[config.mk]
export PLATFORM = sky130hd
export DESIGN_NAME = serial_audio_tx
export DESIGN_NICKNAME = d
export VERILOG_FILES = /design/src/hw/serial_audio_pkg.sv /design/src/hw/direct_digital_synth.sv /design/src/hw/serial_audio_tx.sv
export VERILOG_INCLUDE_DIRS = /design/src /design/src/hw
export SDC_FILE = /design/constraint.sdc
export NUM_CORES = 1
export LEC_CHECK = 0
export BUFFER_PORTS_ARGS = -buffer_cell sky130_fd_sc_hd__buf_4
export CORE_ASPECT_RATIO = 1.5
export CORE_MARGIN = 5
export CORE_UTILIZATION = 35
export CTS_CLUSTER_DIAMETER = 80
export DETAILED_ROUTE_END_ITERATION = 10
export PLACE_DENSITY = 0.6
export SYNTH_ARGS = -nofsm -noshare
export SYNTH_HDL_FRONTEND = slang
export SYNTH_SLANG_ARGS = --single-unit
export TNS_END_PERCENT = 1
[constraint.sdc]
create_clock -name CORE_CLK -period 4.89 [get_ports CORE_CLK]
set_input_delay 0.489 -clock CORE_CLK [delete_from_list [all_inputs] [get_ports CORE_CLK]]
set_output_delay 0.489 -clock CORE_CLK [all_outputs]
set_load 0.01 [all_outputs]
[src/hw/serial_audio_cfg.svh]
`ifndef SERIAL_AUDIO_CFG_SVH
`define SERIAL_AUDIO_CFG_SVH

// Preamble codes in the low four descriptor bits
`define CFG_CODE_B      4'h0
`define CFG_CODE_M      4'h1
`define CFG_CODE_W      4'h2
// Preamble half-cell patterns, first half in bit 7, for a prior level of 0
`define CFG_PRE_B       8'hE8
`define CFG_PRE_M       8'hE2
`define CFG_PRE_W       8'hE4
// Half-cell and slot positions in one word
`define CFG_IEC_LAST    6'h3F
`define CFG_RAW_LAST    6'h1F
`define CFG_PRE_HALVES  6'h08
`define CFG_PARITY_SLOT 5'h1F
// Fetch stepping
`define CFG_WORD_BYTES  32'h0000_0004
// Synthesizer: rate is (setting - 2^31) * 9 * f_clk / 2^32
`define CFG_DDS_OFFSET  32'h8000_0000
`define CFG_DDS_MULT    36'h0_0000_0009
// Reset values
`define CFG_RST_WORD    32'h0000_0000
`define CFG_RST_POS     6'h00

`endif

[src/hw/serial_audio_pkg.sv]
package serial_audio_pkg;

	typedef enum logic [1:0] {
		SER_IDLE = 2'b01,
		SER_RUN  = 2'b10
	} ser_state_t;

	typedef struct packed {
		logic [31:0] acc;
		logic        tick;
	} dds_state_t;

	typedef struct packed {
		ser_state_t  st;
		logic        line;
		logic        pre_lvl;
		logic [5:0]  pos;
		logic [31:0] sh;
		logic        cur_first;
		logic        cur_last;
		logic        held_v;
		logic [31:0] held;
		logic        held_first;
		logic        held_last;
		logic        req;
		logic [31:0] addr;
		logic        fetch_second;
		logic [31:0] foff;
		logic        drained1;
		logic        drained2;
		logic        starve;
		logic        underrun;
		logic        irq;
		logic [31:0] tcnt;
		logic [31:0] ts;
	} tx_state_t;

endpackage : serial_audio_pkg

[src/hw/direct_digital_synth.sv]
`timescale 1ns/100ps
`include "serial_audio_cfg.svh"

module direct_digital_synth
	import serial_audio_pkg::*;
(
	input  wire logic        clk,
	input  wire logic        rst_n,
	input  wire logic [31:0] freq,
	output logic             tick
);
	dds_state_t  s;
	dds_state_t  next_s;
	logic [35:0] step;
	logic [35:0] sum;

	// Settings below the offset mean a stopped clock
	always_comb begin
		step = (freq >= `CFG_DDS_OFFSET) ? ({4'h0, freq - `CFG_DDS_OFFSET} * `CFG_DDS_MULT) : 36'h0_0000_0000;
		sum = {4'h0, s.acc} + step;
		next_s = s;
		// Only the phase rate changes on a new setting, never the level
		next_s.acc = sum[31:0];
		// One tick per synthesized period; rates above the core clock saturate
		next_s.tick = |sum[35:32];
	end

	always_ff @(posedge clk or negedge rst_n) begin
		if (!rst_n) begin
			s <= '0;
		end else begin
			s <= next_s;
		end
	end

	assign tick = s.tick;

endmodule : direct_digital_synth

[src/hw/serial_audio_tx.sv]
`timescale 1ns/100ps
`include "serial_audio_cfg.svh"

// Functional notes
// Bi-phase mark: invert at cell start, ones mid-cell
// Each half-cell lasts one synthesized clock
// Preambles violate coding and start rising
// Parity makes cells 4..31 even ones
// Software keeps descriptor bit 31 zero
// Payload bits copied unchanged to slots
// Low nibble 0/1/2 selects B/M/W preamble
// Software writes 384 descriptors per block
// Software sizes buffers in 64-byte multiples
// Little-endian: byte a+3 most significant
// Big-endian: byte a most significant
// Sub-frame is 64 UI, frame 128
// Bit clock from phase accumulator times nine
// Frequency change alters rate, not level
// Raw mode shifts 32 bits, selectable order
// Raw mode: one bit per synthesized clock
// Software sets bases and size before enable
// Enable starts buffer one, alternates buffers
// Drain: timestamp, flag, active bit, switch
// Refill acknowledge clears drained flag
// Both drained: sticky underrun, keep switching
// Prefetch empty at load sets starvation flag
// Interrupt when any enabled flag set
// Acknowledge clears flag the next cycle
// Active bit high while buffer one emits
// Preamble, slots 4..30 LSB first, parity
module serial_audio_tx
	import serial_audio_pkg::*;
(
	input  wire logic        CORE_CLK,
	input  wire logic        RST_N,
	input  wire logic        TRANSMIT_ENABLE,
	input  wire logic        RAW_MODE,
	input  wire logic        RAW_BIT_ORDER_SELECT,
	input  wire logic        LITTLE_ENDIAN,
	input  wire logic [31:0] FREQUENCY,
	input  wire logic [31:0] FIRST_BUFFER_BASE,
	input  wire logic [31:0] SECOND_BUFFER_BASE,
	input  wire logic [31:0] BUFFER_BYTE_COUNT,
	input  wire logic        FIRST_BUFFER_REFILL_ACK,
	input  wire logic        SECOND_BUFFER_REFILL_ACK,
	input  wire logic        UNDERRUN_CLEAR,
	input  wire logic        STARVATION_CLEAR,
	input  wire logic        FIRST_DRAINED_IRQ_ENABLE,
	input  wire logic        SECOND_DRAINED_IRQ_ENABLE,
	input  wire logic        UNDERRUN_IRQ_ENABLE,
	input  wire logic        STARVATION_IRQ_ENABLE,
	output logic             MEM_REQ,
	output logic [31:0]      MEM_ADDR,
	input  wire logic        MEM_ACK,
	input  wire logic [31:0] MEM_RDATA,
	output logic             SERIAL_AUDIO_OUTPUT,
	output logic             FIRST_BUFFER_IN_USE,
	output logic             FIRST_BUFFER_DRAINED,
	output logic             SECOND_BUFFER_DRAINED,
	output logic             UNDERRUN,
	output logic             FETCH_STARVATION_ERROR,
	output logic             IRQ,
	output logic [31:0]      TIMESTAMP
);
	tx_state_t s;
	tx_state_t next_s;
	logic      tick;
	logic      load;
	logic      wrap;
	logic      drain1;
	logic      drain2;
	logic      starve_ev;
	logic      data_bit;
	logic      lvl;
	logic [4:0] slot;
	logic [7:0] pat;

	// Byte lanes of MEM_RDATA: byte a in [7:0] up to byte a+3 in [31:24]
	function automatic logic [31:0] assemble(input logic [31:0] raw, input logic little);
		logic [31:0] w;
		w = raw;
		if (!little) begin
			for (int i = 0; i < 4; i++) begin
				w[8*i +: 8] = raw[8*(3-i) +: 8];
			end
		end
		return w;
	endfunction : assemble

	// Reserved codes fall back to the B pattern
	function automatic logic [7:0] preamble(input logic [3:0] code);
		logic [7:0] p;
		case (code)
			`CFG_CODE_M: p = `CFG_PRE_M;
			`CFG_CODE_W: p = `CFG_PRE_W;
			default:     p = `CFG_PRE_B;
		endcase
		return p;
	endfunction : preamble

	direct_digital_synth u_dds (
		.clk   (CORE_CLK),
		.rst_n (RST_N),
		.freq  (FREQUENCY),
		.tick  (tick)
	);

	// Event decode for the current state
	always_comb begin
		wrap = (s.st == SER_RUN) && tick && (s.pos == (RAW_MODE ? `CFG_RAW_LAST : `CFG_IEC_LAST));
		load = TRANSMIT_ENABLE && (((s.st == SER_IDLE) && s.held_v) || wrap);
		drain1 = wrap && s.cur_last && s.cur_first;
		drain2 = wrap && s.cur_last && !s.cur_first;
		starve_ev = wrap && TRANSMIT_ENABLE && !s.held_v;
		slot = s.pos[5:1];
		// Parity over slots 4..30 keeps the sub-frame count even
		data_bit = (slot == `CFG_PARITY_SLOT) ? ^s.sh[30:4] : s.sh[slot];
		lvl = (s.pos == `CFG_RST_POS) ? s.line : s.pre_lvl;
		pat = preamble(s.sh[3:0]);
	end

	// Next state: fetch, serializer and sticky flags
	always_comb begin
		next_s = s;
		next_s.tcnt = s.tcnt + 32'h0000_0001;
		if (!TRANSMIT_ENABLE) begin
			// Disable restarts from buffer one on the next enable
			next_s.st = SER_IDLE;
			next_s.req = 1'b0;
			next_s.held_v = 1'b0;
			next_s.fetch_second = 1'b0;
			next_s.foff = `CFG_RST_WORD;
		end else begin
			// One-word prefetch store; a new fetch goes out once it is free
			if (!s.req && !s.held_v) begin
				next_s.req = 1'b1;
				next_s.addr = (s.fetch_second ? SECOND_BUFFER_BASE : FIRST_BUFFER_BASE) + s.foff;
			end
			if (s.req && MEM_ACK) begin
				next_s.req = 1'b0;
				next_s.held_v = 1'b1;
				next_s.held = assemble(MEM_RDATA, LITTLE_ENDIAN);
				next_s.held_first = !s.fetch_second;
				next_s.held_last = (s.foff + `CFG_WORD_BYTES >= BUFFER_BYTE_COUNT);
				if (s.foff + `CFG_WORD_BYTES >= BUFFER_BYTE_COUNT) begin
					// Alternate buffers whether or not software refilled them
					next_s.fetch_second = !s.fetch_second;
					next_s.foff = `CFG_RST_WORD;
				end else begin
					next_s.foff = s.foff + `CFG_WORD_BYTES;
				end
			end
			// Half-cell emission, one per synthesized tick
			if ((s.st == SER_RUN) && tick) begin
				next_s.pos = wrap ? `CFG_RST_POS : s.pos + 6'h01;
				if (RAW_MODE) begin
					next_s.line = RAW_BIT_ORDER_SELECT ? s.sh[5'h1F - s.pos[4:0]] : s.sh[s.pos[4:0]];
				end else if (s.pos < `CFG_PRE_HALVES) begin
					// Pattern is relative to the level left by the previous parity
					next_s.pre_lvl = lvl;
					next_s.line = pat[3'h7 - s.pos[2:0]] ^ lvl;
				end else if (!s.pos[0]) begin
					next_s.line = !s.line;
				end else begin
					next_s.line = s.line ^ data_bit;
				end
			end
			if (load) begin
				next_s.st = SER_RUN;
				next_s.pos = `CFG_RST_POS;
				if (s.held_v) begin
					next_s.held_v = 1'b0;
					next_s.sh = s.held;
					next_s.cur_first = s.held_first;
					next_s.cur_last = s.held_last;
				end else begin
					// Starved: repeat the previous word, and do not drain twice
					next_s.cur_last = 1'b0;
				end
			end
		end
		if (drain1 || drain2) begin
			next_s.ts = s.tcnt;
		end
		// Hardware set wins over a same-cycle acknowledge
		next_s.drained1 = (s.drained1 && !FIRST_BUFFER_REFILL_ACK) || drain1;
		next_s.drained2 = (s.drained2 && !SECOND_BUFFER_REFILL_ACK) || drain2;
		next_s.underrun = (s.underrun && !UNDERRUN_CLEAR) || (drain1 && s.drained2) || (drain2 && s.drained1);
		next_s.starve = (s.starve && !STARVATION_CLEAR) || starve_ev;
		next_s.irq = (next_s.drained1 && FIRST_DRAINED_IRQ_ENABLE) || (next_s.drained2 && SECOND_DRAINED_IRQ_ENABLE)
			|| (next_s.underrun && UNDERRUN_IRQ_ENABLE) || (next_s.starve && STARVATION_IRQ_ENABLE);
	end

	// Single register stage for all state
	always_ff @(posedge CORE_CLK or negedge RST_N) begin
		if (!RST_N) begin
			s <= '0;
			s.st <= SER_IDLE;
			s.cur_first <= 1'b1;
		end else begin
			s <= next_s;
		end
	end

	// Outputs are taken straight from the state register
	assign MEM_REQ = s.req;
	assign MEM_ADDR = s.addr;
	assign SERIAL_AUDIO_OUTPUT = s.line;
	assign FIRST_BUFFER_IN_USE = s.cur_first;
	assign FIRST_BUFFER_DRAINED = s.drained1;
	assign SECOND_BUFFER_DRAINED = s.drained2;
	assign UNDERRUN = s.underrun;
	assign FETCH_STARVATION_ERROR = s.starve;
	assign IRQ = s.irq;
	assign TIMESTAMP = s.ts;
endmodule : serial_audio_tx

Word level (Yosys, flattened, before mapping). Index checks and enable logic that the tools add are counted.

Add/sub/neg operators: 8. Multipliers: 1. Div/mod/pow operators: 0. Magnitude comparators: 7. Equal/unequal tests: 10. Shift operators: 0. Multiplexer cells: 35. Bitwise operators: 3. Reduce and logical (&&, ||, !) cells: 52.

Operator list (number): $mux 33 (4); $mux 32 (3); $mux 36 (2); $mux 41 (1); $add 32x36->36 (1); $mul 32x4->36 const B (1); $add 32x1->32 const B (1); $add 32x3->32 const B (1); $add 32x32->32 (1); $ge 32x32->1 (1); $ge 32x32->1 const B (1); $sub 32x32->32 const B (1); $reduce_xor 27->1 (1); $logic_and 1x1->1 (21); $lt 5x6->1 const B (3); $mux 6 (3); $bmux 1 s5 (3); $mux 1 (15); $reduce_and 2->1 (6); $logic_or 1x1->1 (10); $logic_not 1->1 (9); $pmux 4 s2 (1); $add 6x1->6 const B (1); $eq 6x6->1 (1); other kinds (20) (24).

Flip-flop bits (word level): 247. Bits in latches: 0. RAM bits: 0. Bits in read-only memories: 0. Input bits: 175. Output and inout bits: 72. Logic and storage cells: 140. Memories: 0.

Depth between registers and ports, before layout. Gate-level depths: netlist of the first run.

Depth in word-level cells: 11. Gate-level depth with buffers: 22. Depth with buffers taken out: 22.

Cells and area by module. Synthesis of the first run repeated with hierarchy kept, for this count alone.

Cell total of the unflattened synthesis: 1821. Area total of the unflattened synthesis: 17795.8 um^2.

Modules (own cells, without submodules): serial_audio_tx (instances 1, cells an instance 1304, area each 13361.6 um^2, sequential area each 5307.6 um^2); direct_digital_synth (instances 1, cells an instance 517, area each 4434.3 um^2, sequential area each 825.8 um^2).

Least setup slack after synthesis of the first run. No wires, ideal clock.

Path type: input to register. Start: input FREQUENCY[1]. End: register u_dds.s (netlist bit u_dds.tick). Library setup time: 133 ps. Data arrival time: 4800 ps. Data required time: 4757 ps. Slack: -43 ps. Stages: 21. Path buffers: 0. Cells stage by stage: ha_1 ha_1 fa_1 a211o_1 a21o_1 and2_1 a31o_1 a221o_1 a21o_1 a21oi_1 xor2_1 nor2_1 ha_1 and3_1 nand3_1 nor3_1 a211o_1 nor4_1 o311ai_0 nand3_1 nand4b_1.

RTL lines: start: declaration (RTL line serial_audio_tx.sv:40) `input wire logic [31:0] FREQUENCY,`; end signal: assignment (RTL line direct_digital_synth.sv:32) `s <= next_s;`; end: declaration (RTL line direct_digital_synth.sv:12) `dds_state_t s;`.

==> impl_summary.md, run 1 <==
GRT
For this run the aggregate overflow at the end of global routing stands at 0. Entering global routing, the biggest net connects 93 pins. The first global-routing pass estimated 75700 um of wire.

Global routing used 16.8% of the available tracks. The number of global-route vias before repair is 14500. The initial antenna violation count was 0.

Floorplanning
The horizontal die dimension is 193 um. The core region area is 49700 um^2. The total die area is 54800 um^2.

For this design the top-level I/O count stands at 247. The starting utilization of the core area is 35.3%. The floorplan die height is 284 um. The initialized floorplan defines 100 standard-cell rows.

Synth
The fraction of synthesis flops using an asynchronous set or reset pin is 100%. The synthesis warning total is 0. The number of cells produced by synthesis is 1791.

Counting flops with a built-in enable in the synthesized netlist gives 0. Summing every instance area after synthesis gives 17600 um^2. In this run the mean area of a mapped cell was 9.80 um^2. Among all flip-flop cells after synthesis, the most frequent one is sky130_fd_sc_hd__dfrtp_1. The synthesized design contains 245 register bits. The sequential cell area fraction in the yosys report is 34.9%. Yosys mapped the design onto 76 distinct sky130hd cell types.

Synthesis produced a netlist with a net count of 2122.

Critical path
The worst reg-to-reg setup slack is 390 ps. The nature of the critical path startpoint is an input pin. At the worst endpoint, the required time is 5300 ps. The biggest fanout along the worst timing path is 6.

The number of cells on the worst reg-to-reg path is 18. The endpoint arrival time on the critical path is 5050 ps. The endpoint of the most critical register-to-register path is s[73]. The startpoint of the lowest-slack register-to-register path is s[71].

In this run the number of cells on the critical path is 23. The most critical setup path has its endpoint at u_dds.tick. The critical path start-end classification is input pin to flop. Traced cell by cell, the critical path runs through buf_4, ha_1, ha_1, fa_2, a211o_1, a21o_1, and2_1, a31o_1, a221o_1, a21o_1, a21oi_1, xor2_1, nor2_1, ha_4, and3_1, nand3_1, nor3_2, o21ai_0, a31oi_1, o21a_1, o311ai_0, nand3_1, nand4b_1. STA classifies the critical path endpoint as a flop.

The delay contributed by the slowest stage of the critical path is 360 ps. In this design, the largest share of critical-path delay is due to compound AO/OA/AOI/OAI gates. The largest individual stage delay along the critical path comes from the cell sky130_fd_sc_hd__fa_2. Tracing the worst setup path back leads to its startpoint at FREQUENCY[1]. Counting both buffers and inverters, the worst setup path holds a total of 1.

Detailed routing
The overall via count from detail_route is 13900. Wires add up to 47400 um. The average wire per standard cell is 17.7 um.

The detailed route wirelength on metal3 is 2320 um. For this run, design rule violations remaining after detail routing come to 0. The detailed-router iteration count before antenna repair is 5. After detailed routing, the met2 layer carries 24900 um of wire.

The routed metal-1 wirelength is 18700 um. The detailed router finished its first iteration with 675 violations. The mean number of vias per cell is 5.20. The number of routed nets with antenna violations is 0. The uppermost layer routed is met4.

CTS
Clock tree synthesis found a total of 245 sinks. Clock-pin slew was measured on the worst setup and hold paths at 60 ps. For the worst-skew pair, the clock arrives at the later sink with an insertion delay of 570 ps.

TritonCTS built the clock tree. The number of buffers inserted by post-CTS setup repair is 0. In this run the number of H-tree levels came out at 1. Buffers inserted during clock tree synthesis total 27. The root buffer cell is sky130_fd_sc_hd__clkbuf_16. The number of buffers between clock root and the deepest sink is 3.

Timing
Setup repair after global routing could not meet its margin everywhere. The final hold violation count is 0. Setup violations remaining at the end of the flow were counted as 0. The maximum frequency from static timing analysis is 215 MHz.

The max-slew violation count is 0. The post-route clock skew is 33.8 ps. The headroom to the max-slew limit is 23.5%. The time the worst path needs with I/O delays and setup is 4640 ps. The share of the cycle needed by the critical path after routing is 94.9%. The slew of the pin with the lowest slew margin is 1150 ps.

Finish
The final design utilization is 42.2%. The post-route netlist has 24.9% of its cells at a drive strength greater than 1. After the last flow step, the layout net total stands at 2330. The number of inserted diodes is 0. Relative to the synthesized area, the layout overhead comes to 19.4%. The number of fill cells in the layout is 4853.

Power
The worst voltage drop across the vdd grid is 0.000245 V. Cell internal power was estimated by the tool at 5.04 mW. Overall power consumption after layout is estimated at 7.55 mW. The leakage dissipation is 10.2 nW. The sequential share of power is 35.1%. Combinational logic is responsible for 36.0% of the overall power. Power spread over the standard cell area amounts to 360 nW/um^2. The clock network burns 28.8% of the power. In this run switching power makes up 33.2% of total power. The total net switching power is 2.51 mW.

Placed design
The detailed-placement wirelength estimate is 37600 um. In this run the tool buffered the top-level ports with 246 buffer cells. The congestion estimate from routability-driven global placement came to 0.850.

Min path
The path class of the tightest hold or removal check is input pin to flop.

Run
Across the run, the number of max-cap violations was 0.

Outcome
The flow ran to the end, and the final reports show no timing, DRC or antenna violations.
-- power by group through the flow --
stage	clock network [mW]	registers (mW)	logic, mW
global route	2.33	2.70	3.03
CTS	2.25	2.66	2.74
global placement	0	2.67	2.67
floorplan	0	2.57	1.98
finish	2.18	2.65	2.72
detailed placement	0	2.69	2.72
-- worst register-to-register path: cells and delay by family, from the launching register on --
family / cells / cell delay (ps)
simple gates: 8 / 1870
compound gates: 6 / 1180
fa+ha+maj: 2 / 580
flops: 1 / 350
xor+xnor: 1 / 290
mux: 1 / 180
-- routing by layer --
| layer | track usage, % | up-vias |
|---|---|---|
| met1 | 19.4 | 6724 |
| li1 | - | 6830 |
| met3 | 2.31 | 60 |
| met2 | 31.7 | 325 |
| met5 | 0 | - |
| met4 | 5.07 | 0 |
-- layout by cell type (no fill, tap or decap), types with 5 or more instances in the layout --
cell type	synthesis	routed
sky130_fd_sc_hd__a32o_1	22	22
sky130_fd_sc_hd__nand2_1	155	154
sky130_fd_sc_hd__nand3_1	46	45
sky130_fd_sc_hd__buf_4	64	305
sky130_fd_sc_hd__and2_1	23	23
sky130_fd_sc_hd__ha_1	154	153
sky130_fd_sc_hd__or2_2	8	8
sky130_fd_sc_hd__mux4_2	27	27
sky130_fd_sc_hd__dfrtp_1	243	242
sky130_fd_sc_hd__o211ai_1	10	10
sky130_fd_sc_hd__nor3_1	26	25
sky130_fd_sc_hd__xnor2_1	107	107
sky130_fd_sc_hd__nor3b_1	11	11
sky130_fd_sc_hd__xor2_1	54	54
sky130_fd_sc_hd__inv_1	69	69
sky130_fd_sc_hd__o21ai_0	115	115
sky130_fd_sc_hd__nor2b_1	11	11
sky130_fd_sc_hd__o21a_1	19	19
sky130_fd_sc_hd__clkbuf_16	0	27
sky130_fd_sc_hd__a21boi_0	5	5
sky130_fd_sc_hd__a211oi_1	17	17
sky130_fd_sc_hd__nor2_1	104	104
sky130_fd_sc_hd__a31oi_1	11	11
sky130_fd_sc_hd__and3_1	19	19
sky130_fd_sc_hd__or3_1	8	8
sky130_fd_sc_hd__nand2b_1	8	8
sky130_fd_sc_hd__mux2i_1	41	41
sky130_fd_sc_hd__and4_1	5	5
sky130_fd_sc_hd__nand4_1	25	25
sky130_fd_sc_hd__a21oi_1	75	75
sky130_fd_sc_hd__mux2_2	97	97
sky130_fd_sc_hd__clkbuf_8	0	5
sky130_fd_sc_hd__a211o_1	6	6
sky130_fd_sc_hd__o31ai_1	6	6
sky130_fd_sc_hd__o21bai_1	10	10
sky130_fd_sc_hd__nor4_1	7	6
sky130_fd_sc_hd__clkbuf_1	46	6
sky130_fd_sc_hd__a21o_1	50	50
-- logic make-up after synthesis --
family                   share of synthesized area, %
AO/OA/AOI/OAI                                    14.9
multiplexers                                     12.5
buffers and inverters                            5.68
AND/OR/NAND/NOR                                  12.8
flip-flops                                       34.9
adder cells (fa/ha/maj)                          11.2
other                                          0.0214
XOR/XNOR                                         8.03
-- cell usage after synthesis, types with 5 or more instances --
cell	count	area [um^2]
sky130_fd_sc_hd__o211ai_1	10	75.1
sky130_fd_sc_hd__and2_1	23	144
sky130_fd_sc_hd__nor2_1	104	390
sky130_fd_sc_hd__a211oi_1	17	128
sky130_fd_sc_hd__nor4_1	7	43.8
sky130_fd_sc_hd__o21bai_1	10	75.1
sky130_fd_sc_hd__nor2b_1	11	68.8
sky130_fd_sc_hd__nand2b_1	8	50.1
sky130_fd_sc_hd__a21o_1	50	375
sky130_fd_sc_hd__ha_1	154	1930
sky130_fd_sc_hd__buf_2	5	25.0
sky130_fd_sc_hd__dfrtp_1	243	6080
sky130_fd_sc_hd__nand2_1	155	582
sky130_fd_sc_hd__xor2_1	54	473
sky130_fd_sc_hd__o21ai_0	115	576
sky130_fd_sc_hd__xnor2_1	107	937
sky130_fd_sc_hd__a21oi_1	75	375
sky130_fd_sc_hd__nand3_1	46	230
sky130_fd_sc_hd__mux2_2	97	1090
sky130_fd_sc_hd__and3_1	19	119
sky130_fd_sc_hd__nor3b_1	11	82.6
sky130_fd_sc_hd__buf_4	64	480
sky130_fd_sc_hd__a31oi_1	11	68.8
sky130_fd_sc_hd__o31ai_1	6	45.0
sky130_fd_sc_hd__mux4_2	27	608
sky130_fd_sc_hd__o21a_1	19	143
sky130_fd_sc_hd__nor3_1	26	130
sky130_fd_sc_hd__a21boi_0	5	37.5
sky130_fd_sc_hd__inv_1	69	259
sky130_fd_sc_hd__a211o_1	6	52.6
sky130_fd_sc_hd__or3_1	8	50.1
sky130_fd_sc_hd__buf_1	13	48.8
sky130_fd_sc_hd__a32o_1	22	220
sky130_fd_sc_hd__clkbuf_1	46	173
sky130_fd_sc_hd__or2_2	8	50.1
sky130_fd_sc_hd__mux2i_1	41	410
sky130_fd_sc_hd__nand4_1	25	156
sky130_fd_sc_hd__and4_1	5	43.8
-- layout make-up --
type	instances	area (um^2)	share of cell area (%)
tap	663	830	3.96
clock buffer	38	767	3.66
multi-input combinational	1348	10500	49.9
clock inverter	10	171	0.818
inverter	69	259	1.24
timing repair buffer	308	2330	11.1
sequential	245	6130	29.3
-- metrics by stage --
stage	hold slack [ps]	worst slack (ps)	cells	instance area, um^2	setup TNS, ps
after floorplan	193	17.5	1791	17600	0
final	146	248	2681	21000	0
after detailed placement	466	-378	2632	20000	-1020
after global routing	134	-46.0	2681	21000	-46.0
after CTS	116	189	2681	20900	0
after global placement	459	-261	2632	20000	-686
-- worst min-delay path by stage --
stage,cells past startpoint,startpoint,endpoint,slack (ps)
after floorplan,0,RST_N,FETCH_STARVATION_ERROR,190
after global placement,1,s[63],s[63],460
after detailed placement,1,s[63],s[63],470
after CTS,2,STARVATION_CLEAR,FETCH_STARVATION_ERROR,120
after global routing,2,STARVATION_CLEAR,FETCH_STARVATION_ERROR,130
final,2,STARVATION_CLEAR,FETCH_STARVATION_ERROR,150
-- sequential cells by signal, summed over array words and instances (netlist names) --
name,flops
MEM_REQ,1
IRQ,1
SERIAL_AUDIO_OUTPUT,1
FETCH_STARVATION_ERROR,1
s,140
u_dds.tick,1
FIRST_BUFFER_IN_USE,1
FIRST_BUFFER_DRAINED,1
TIMESTAMP,32
u_dds.s,32
UNDERRUN,1
SECOND_BUFFER_DRAINED,1
MEM_ADDR,32
-- what timing repair did --
action	4_1_cts	5_1_grt
endpoints found under the setup margin	0	9
hold buffers	1	0
gates resized for setup	0	2
endpoints found under the hold margin	62	0
(Power assumes the default switching activity.)
==> run 2: changes to the inputs <==
- CORE_ASPECT_RATIO: 1.5 -> unset
==> run 2 against run 1 <==
Critical endpoint unchanged. Clock power grew 9.6%. Non-clock buffer count stayed put. Core utilization is 0.12 points higher. Worst hold slack got worse by 130 ps. Power grew 2.2%. Critical path type unchanged. Final cell count grew 0.56%. Largest power group unchanged. Via count shrank 1.2%.
==> impl_summary.md, run 2 (same netlist as run 1, synthesis figures left out) <==
Power
The power density over the cells is 365 nW/um^2 (+1.5%). The total power consumption of the routed design is 7.71 mW (+2.2%). The worst voltage drop across the vdd grid is 0.000230 V (-5.8%).

The leakage dissipation is 10.3 nW (+0.49%).

GRT
The initial antenna violation count came to 0 (unchanged). The residual overflow from global routing is 0 (unchanged). The global-route wire length before repair is 69400 um (-8.3%). The pin count of the biggest net entering global routing is 119 (+28%).

The number of global-route vias before repair was 13500 (-6.9%). The global-route total usage across every layer is 15.2% (-1.6 points).

Run
The max-capacitance violation count is 0 (unchanged).

Finish
Leaving out fill and tap cells, the most frequent cells in the layout are 306 x sky130_fd_sc_hd__buf_4, 243 x sky130_fd_sc_hd__dfrtp_1, 155 x sky130_fd_sc_hd__nand2_1, 154 x sky130_fd_sc_hd__ha_1, 115 x sky130_fd_sc_hd__o21ai_0. The register area is 6130 um^2 (about the same). The multi-input gate area in the final layout is 10500 um^2 (about the same).

The commonest non-fill, non-tap cell in the layout is sky130_fd_sc_hd__buf_4. The share of layout cells above drive strength 1 is 25.1% (+0.27 points). The final layout net count was 2332 (+0.086%).

The number of fill cells in the layout is 4920 (+1.4%). The register bank with the most flops is s. The number of inserted diodes is 0 (unchanged). The flip-flop count of the largest register after layout is 140 (unchanged). The synthesis-to-finish area growth is 20.2%.

Critical path
For this design, the slowest cell found on the critical path is sky130_fd_sc_hd__fa_2. The nature of the critical path startpoint is an input pin. The delay contributed by the slowest stage of the critical path is 340 ps (-20 ps). The biggest fanout along the worst timing path came to 3 (-3). The endpoint arrival time on the critical path is 4940 ps (-110 ps). The required time reported for the critical path endpoint is 5320 ps (+20 ps). Traced cell by cell, the critical path runs through buf_4, ha_1, ha_1, fa_2, a211o_1, a21o_1, and2_1, a31o_1, a221o_1, a21o_1, a21oi_1, xor2_1, nor2_1, ha_1, and3_1, nand3_1, buf_4, inv_1, a2bb2oi_1, a31oi_1, buf_4, nor4_1, a211o_1, nand4b_1. The number of buffers and inverters on the critical path is 4 (+3). The critical path in this run is classified as input pin to flop. The kind of cell adding the most delay to the critical path is compound AO/OA/AOI/OAI gates. The endpoint class of the critical path is a flop.

Detailed routing
The number of DRC markers in iteration 0 came to 802 (+19%). The number of routed nets with antenna violations came to 0 (unchanged). The DRC violations left is 0 (unchanged). The wire length after detailed routing was 43600 um (-8.0%). The average wire per standard cell was 16.2 um (-8.5%). The mean number of vias per cell was 5.11 (-1.7%). The overall via count from detail_route is 13800 (-1.2%). The detailed-router iteration count before antenna repair is 5 (unchanged).

Timing
The max-slew violation count is 0 (unchanged). The post-route clock skew came to 15.7 ps (-18.1 ps). The final hold violation count was 0 (unchanged). The maximum frequency from static timing analysis is 221 MHz (+2.8%). Setup repair after global routing left no endpoint under its margin. The share of the cycle needed by the critical path after routing is 92.3% (-2.6 points).

The time the worst path needs with I/O delays and setup is 4510 ps (-127 ps). The slew of the pin with the lowest slew margin was 1110 ps (-34.1 ps). The number of endpoints failing setup at the final stage is 0 (unchanged). The headroom to the max-slew limit is 25.8% (+2.3 points). The tightest hold margin is 11.3 ps (-135 ps).

CTS
The CTS sink count is 245 (unchanged). In this run the clock root is driven by a sky130_fd_sc_hd__clkbuf_16. The number of H-tree branching levels was 1 (unchanged). The CTS tree is yes.

The clock latency on the worst-skew pair is 570 ps (about the same). The number of buffers between clock root and the deepest sink came to 3 (unchanged). The clock-pin slew of the registers on the worst-case setup and hold paths was 60 ps (about the same). The hold buffer count at cts is 0 (-1). The number of buffers added by the clock tree synthesis step was 29 (+7.4%).

Placed design
The detailed-placement wirelength estimate is 33600 um (-11%). The number of buffers inserted by port buffering was 246 (unchanged). The global placement routability congestion was 0.895 (+5.3%).

Floorplanning
The total die area is 54700 um^2 (-0.17%). The starting utilization of the core area is 35.2% (-0.13 points). The number of top-level design ports is 247 (unchanged). The core region area is 49900 um^2 (+0.38%). The floorplan die height is 234 um (-18%). The horizontal die dimension is 234 um (+21%). The cell row count is 82 (-18%).

Min path
The path class of the tightest hold or removal check is input pin to asynchronous set/reset pin.

Outcome
The flow ran to the end, and the final reports show no timing, DRC or antenna violations.
run 2: cell count changes in the layout (fill, tap and decap cells not counted), sizes merged:
cell         previous run  this run
inv                    71        70
dlygate4sd3             1         0
bufinv                  4         6
clkinv                  3         6
clkbuf                 38        35
buf                   307       308
clkinvlp                1         6
run 2: final timing paths:
kind | start | to | slack, ps | cells after the start
min in group CORE_CLK | UNDERRUN_CLEAR | UNDERRUN | 120 | 2
max in group asynchronous | RST_N | MEM_ADDR[4] | 3630 | 2
max | FREQUENCY[1] | u_dds.tick | 380 | 24
min | RST_N | s[155] | 10 | 1
min reg2reg | s[144] | s[144] | 470 | 2
max reg2reg | s[72] | s[73] | 400 | 18
run 2: routing by layer:
layer	GRT usage (%)	wire, um
met4	3.95	954
met5	0	0
met1	20.6	19500
met3	2.13	2050
met2	25.7	21000
run 2: layout make-up:
| cell class | count | share of cell area [%] |
|---|---|---|
| clock inverters | 19 | 1.38 |
| repair buffers | 308 | 11.1 |
| flip-flops and latches | 245 | 29.1 |
| multi-input cells | 1348 | 49.6 |
| well taps | 672 | 3.98 |
| clock buffers | 35 | 3.69 |
| inverters | 69 | 1.23 |
run 2: stage by stage:
| step | area [um^2] | TNS, ps | setup slack [ps] | util [%] | cells |
|---|---|---|---|---|---|
| after floorplan | 17600 | 0 | 17.5 | - | 1791 |
| after global placement | 20000 | -514 | -182 | 40.1 | 2641 |
| after detailed placement | 20000 | -939 | -329 | 40.1 | 2641 |
| after CTS | 21100 | 0 | 287 | 42.3 | 2695 |
| after global routing | 21100 | 0 | 25.1 | 42.3 | 2696 |
| final | 21100 | 0 | 375 | 42.3 | 2696 |
run 2: what timing repair did:
action                                 CTS  global route
endpoints found under the hold margin    0             0
gates resized for setup                  0             1
setup endpoints to repair                0             1
setup buffers                            0             1
run 2: power breakdown:
group	internal (mW)	total, mW	switching, mW	leakage (nW)
registers	2.38	2.63	0.251	3.20
logic	1.35	2.68	1.33	6.59
clock network	1.46	2.39	0.931	0.502
total	5.19	7.71	2.52	10.3
run 2: worst register-to-register path, delay by kind of cell, from the launching register on:
family | cells | cell delay [ps]
mux | 1 | 140
simple gates | 8 | 1820
flops | 1 | 440
buf+inv | 1 | 340
fa+ha+maj | 2 | 490
compound gates | 5 | 960
xor+xnor | 1 | 210
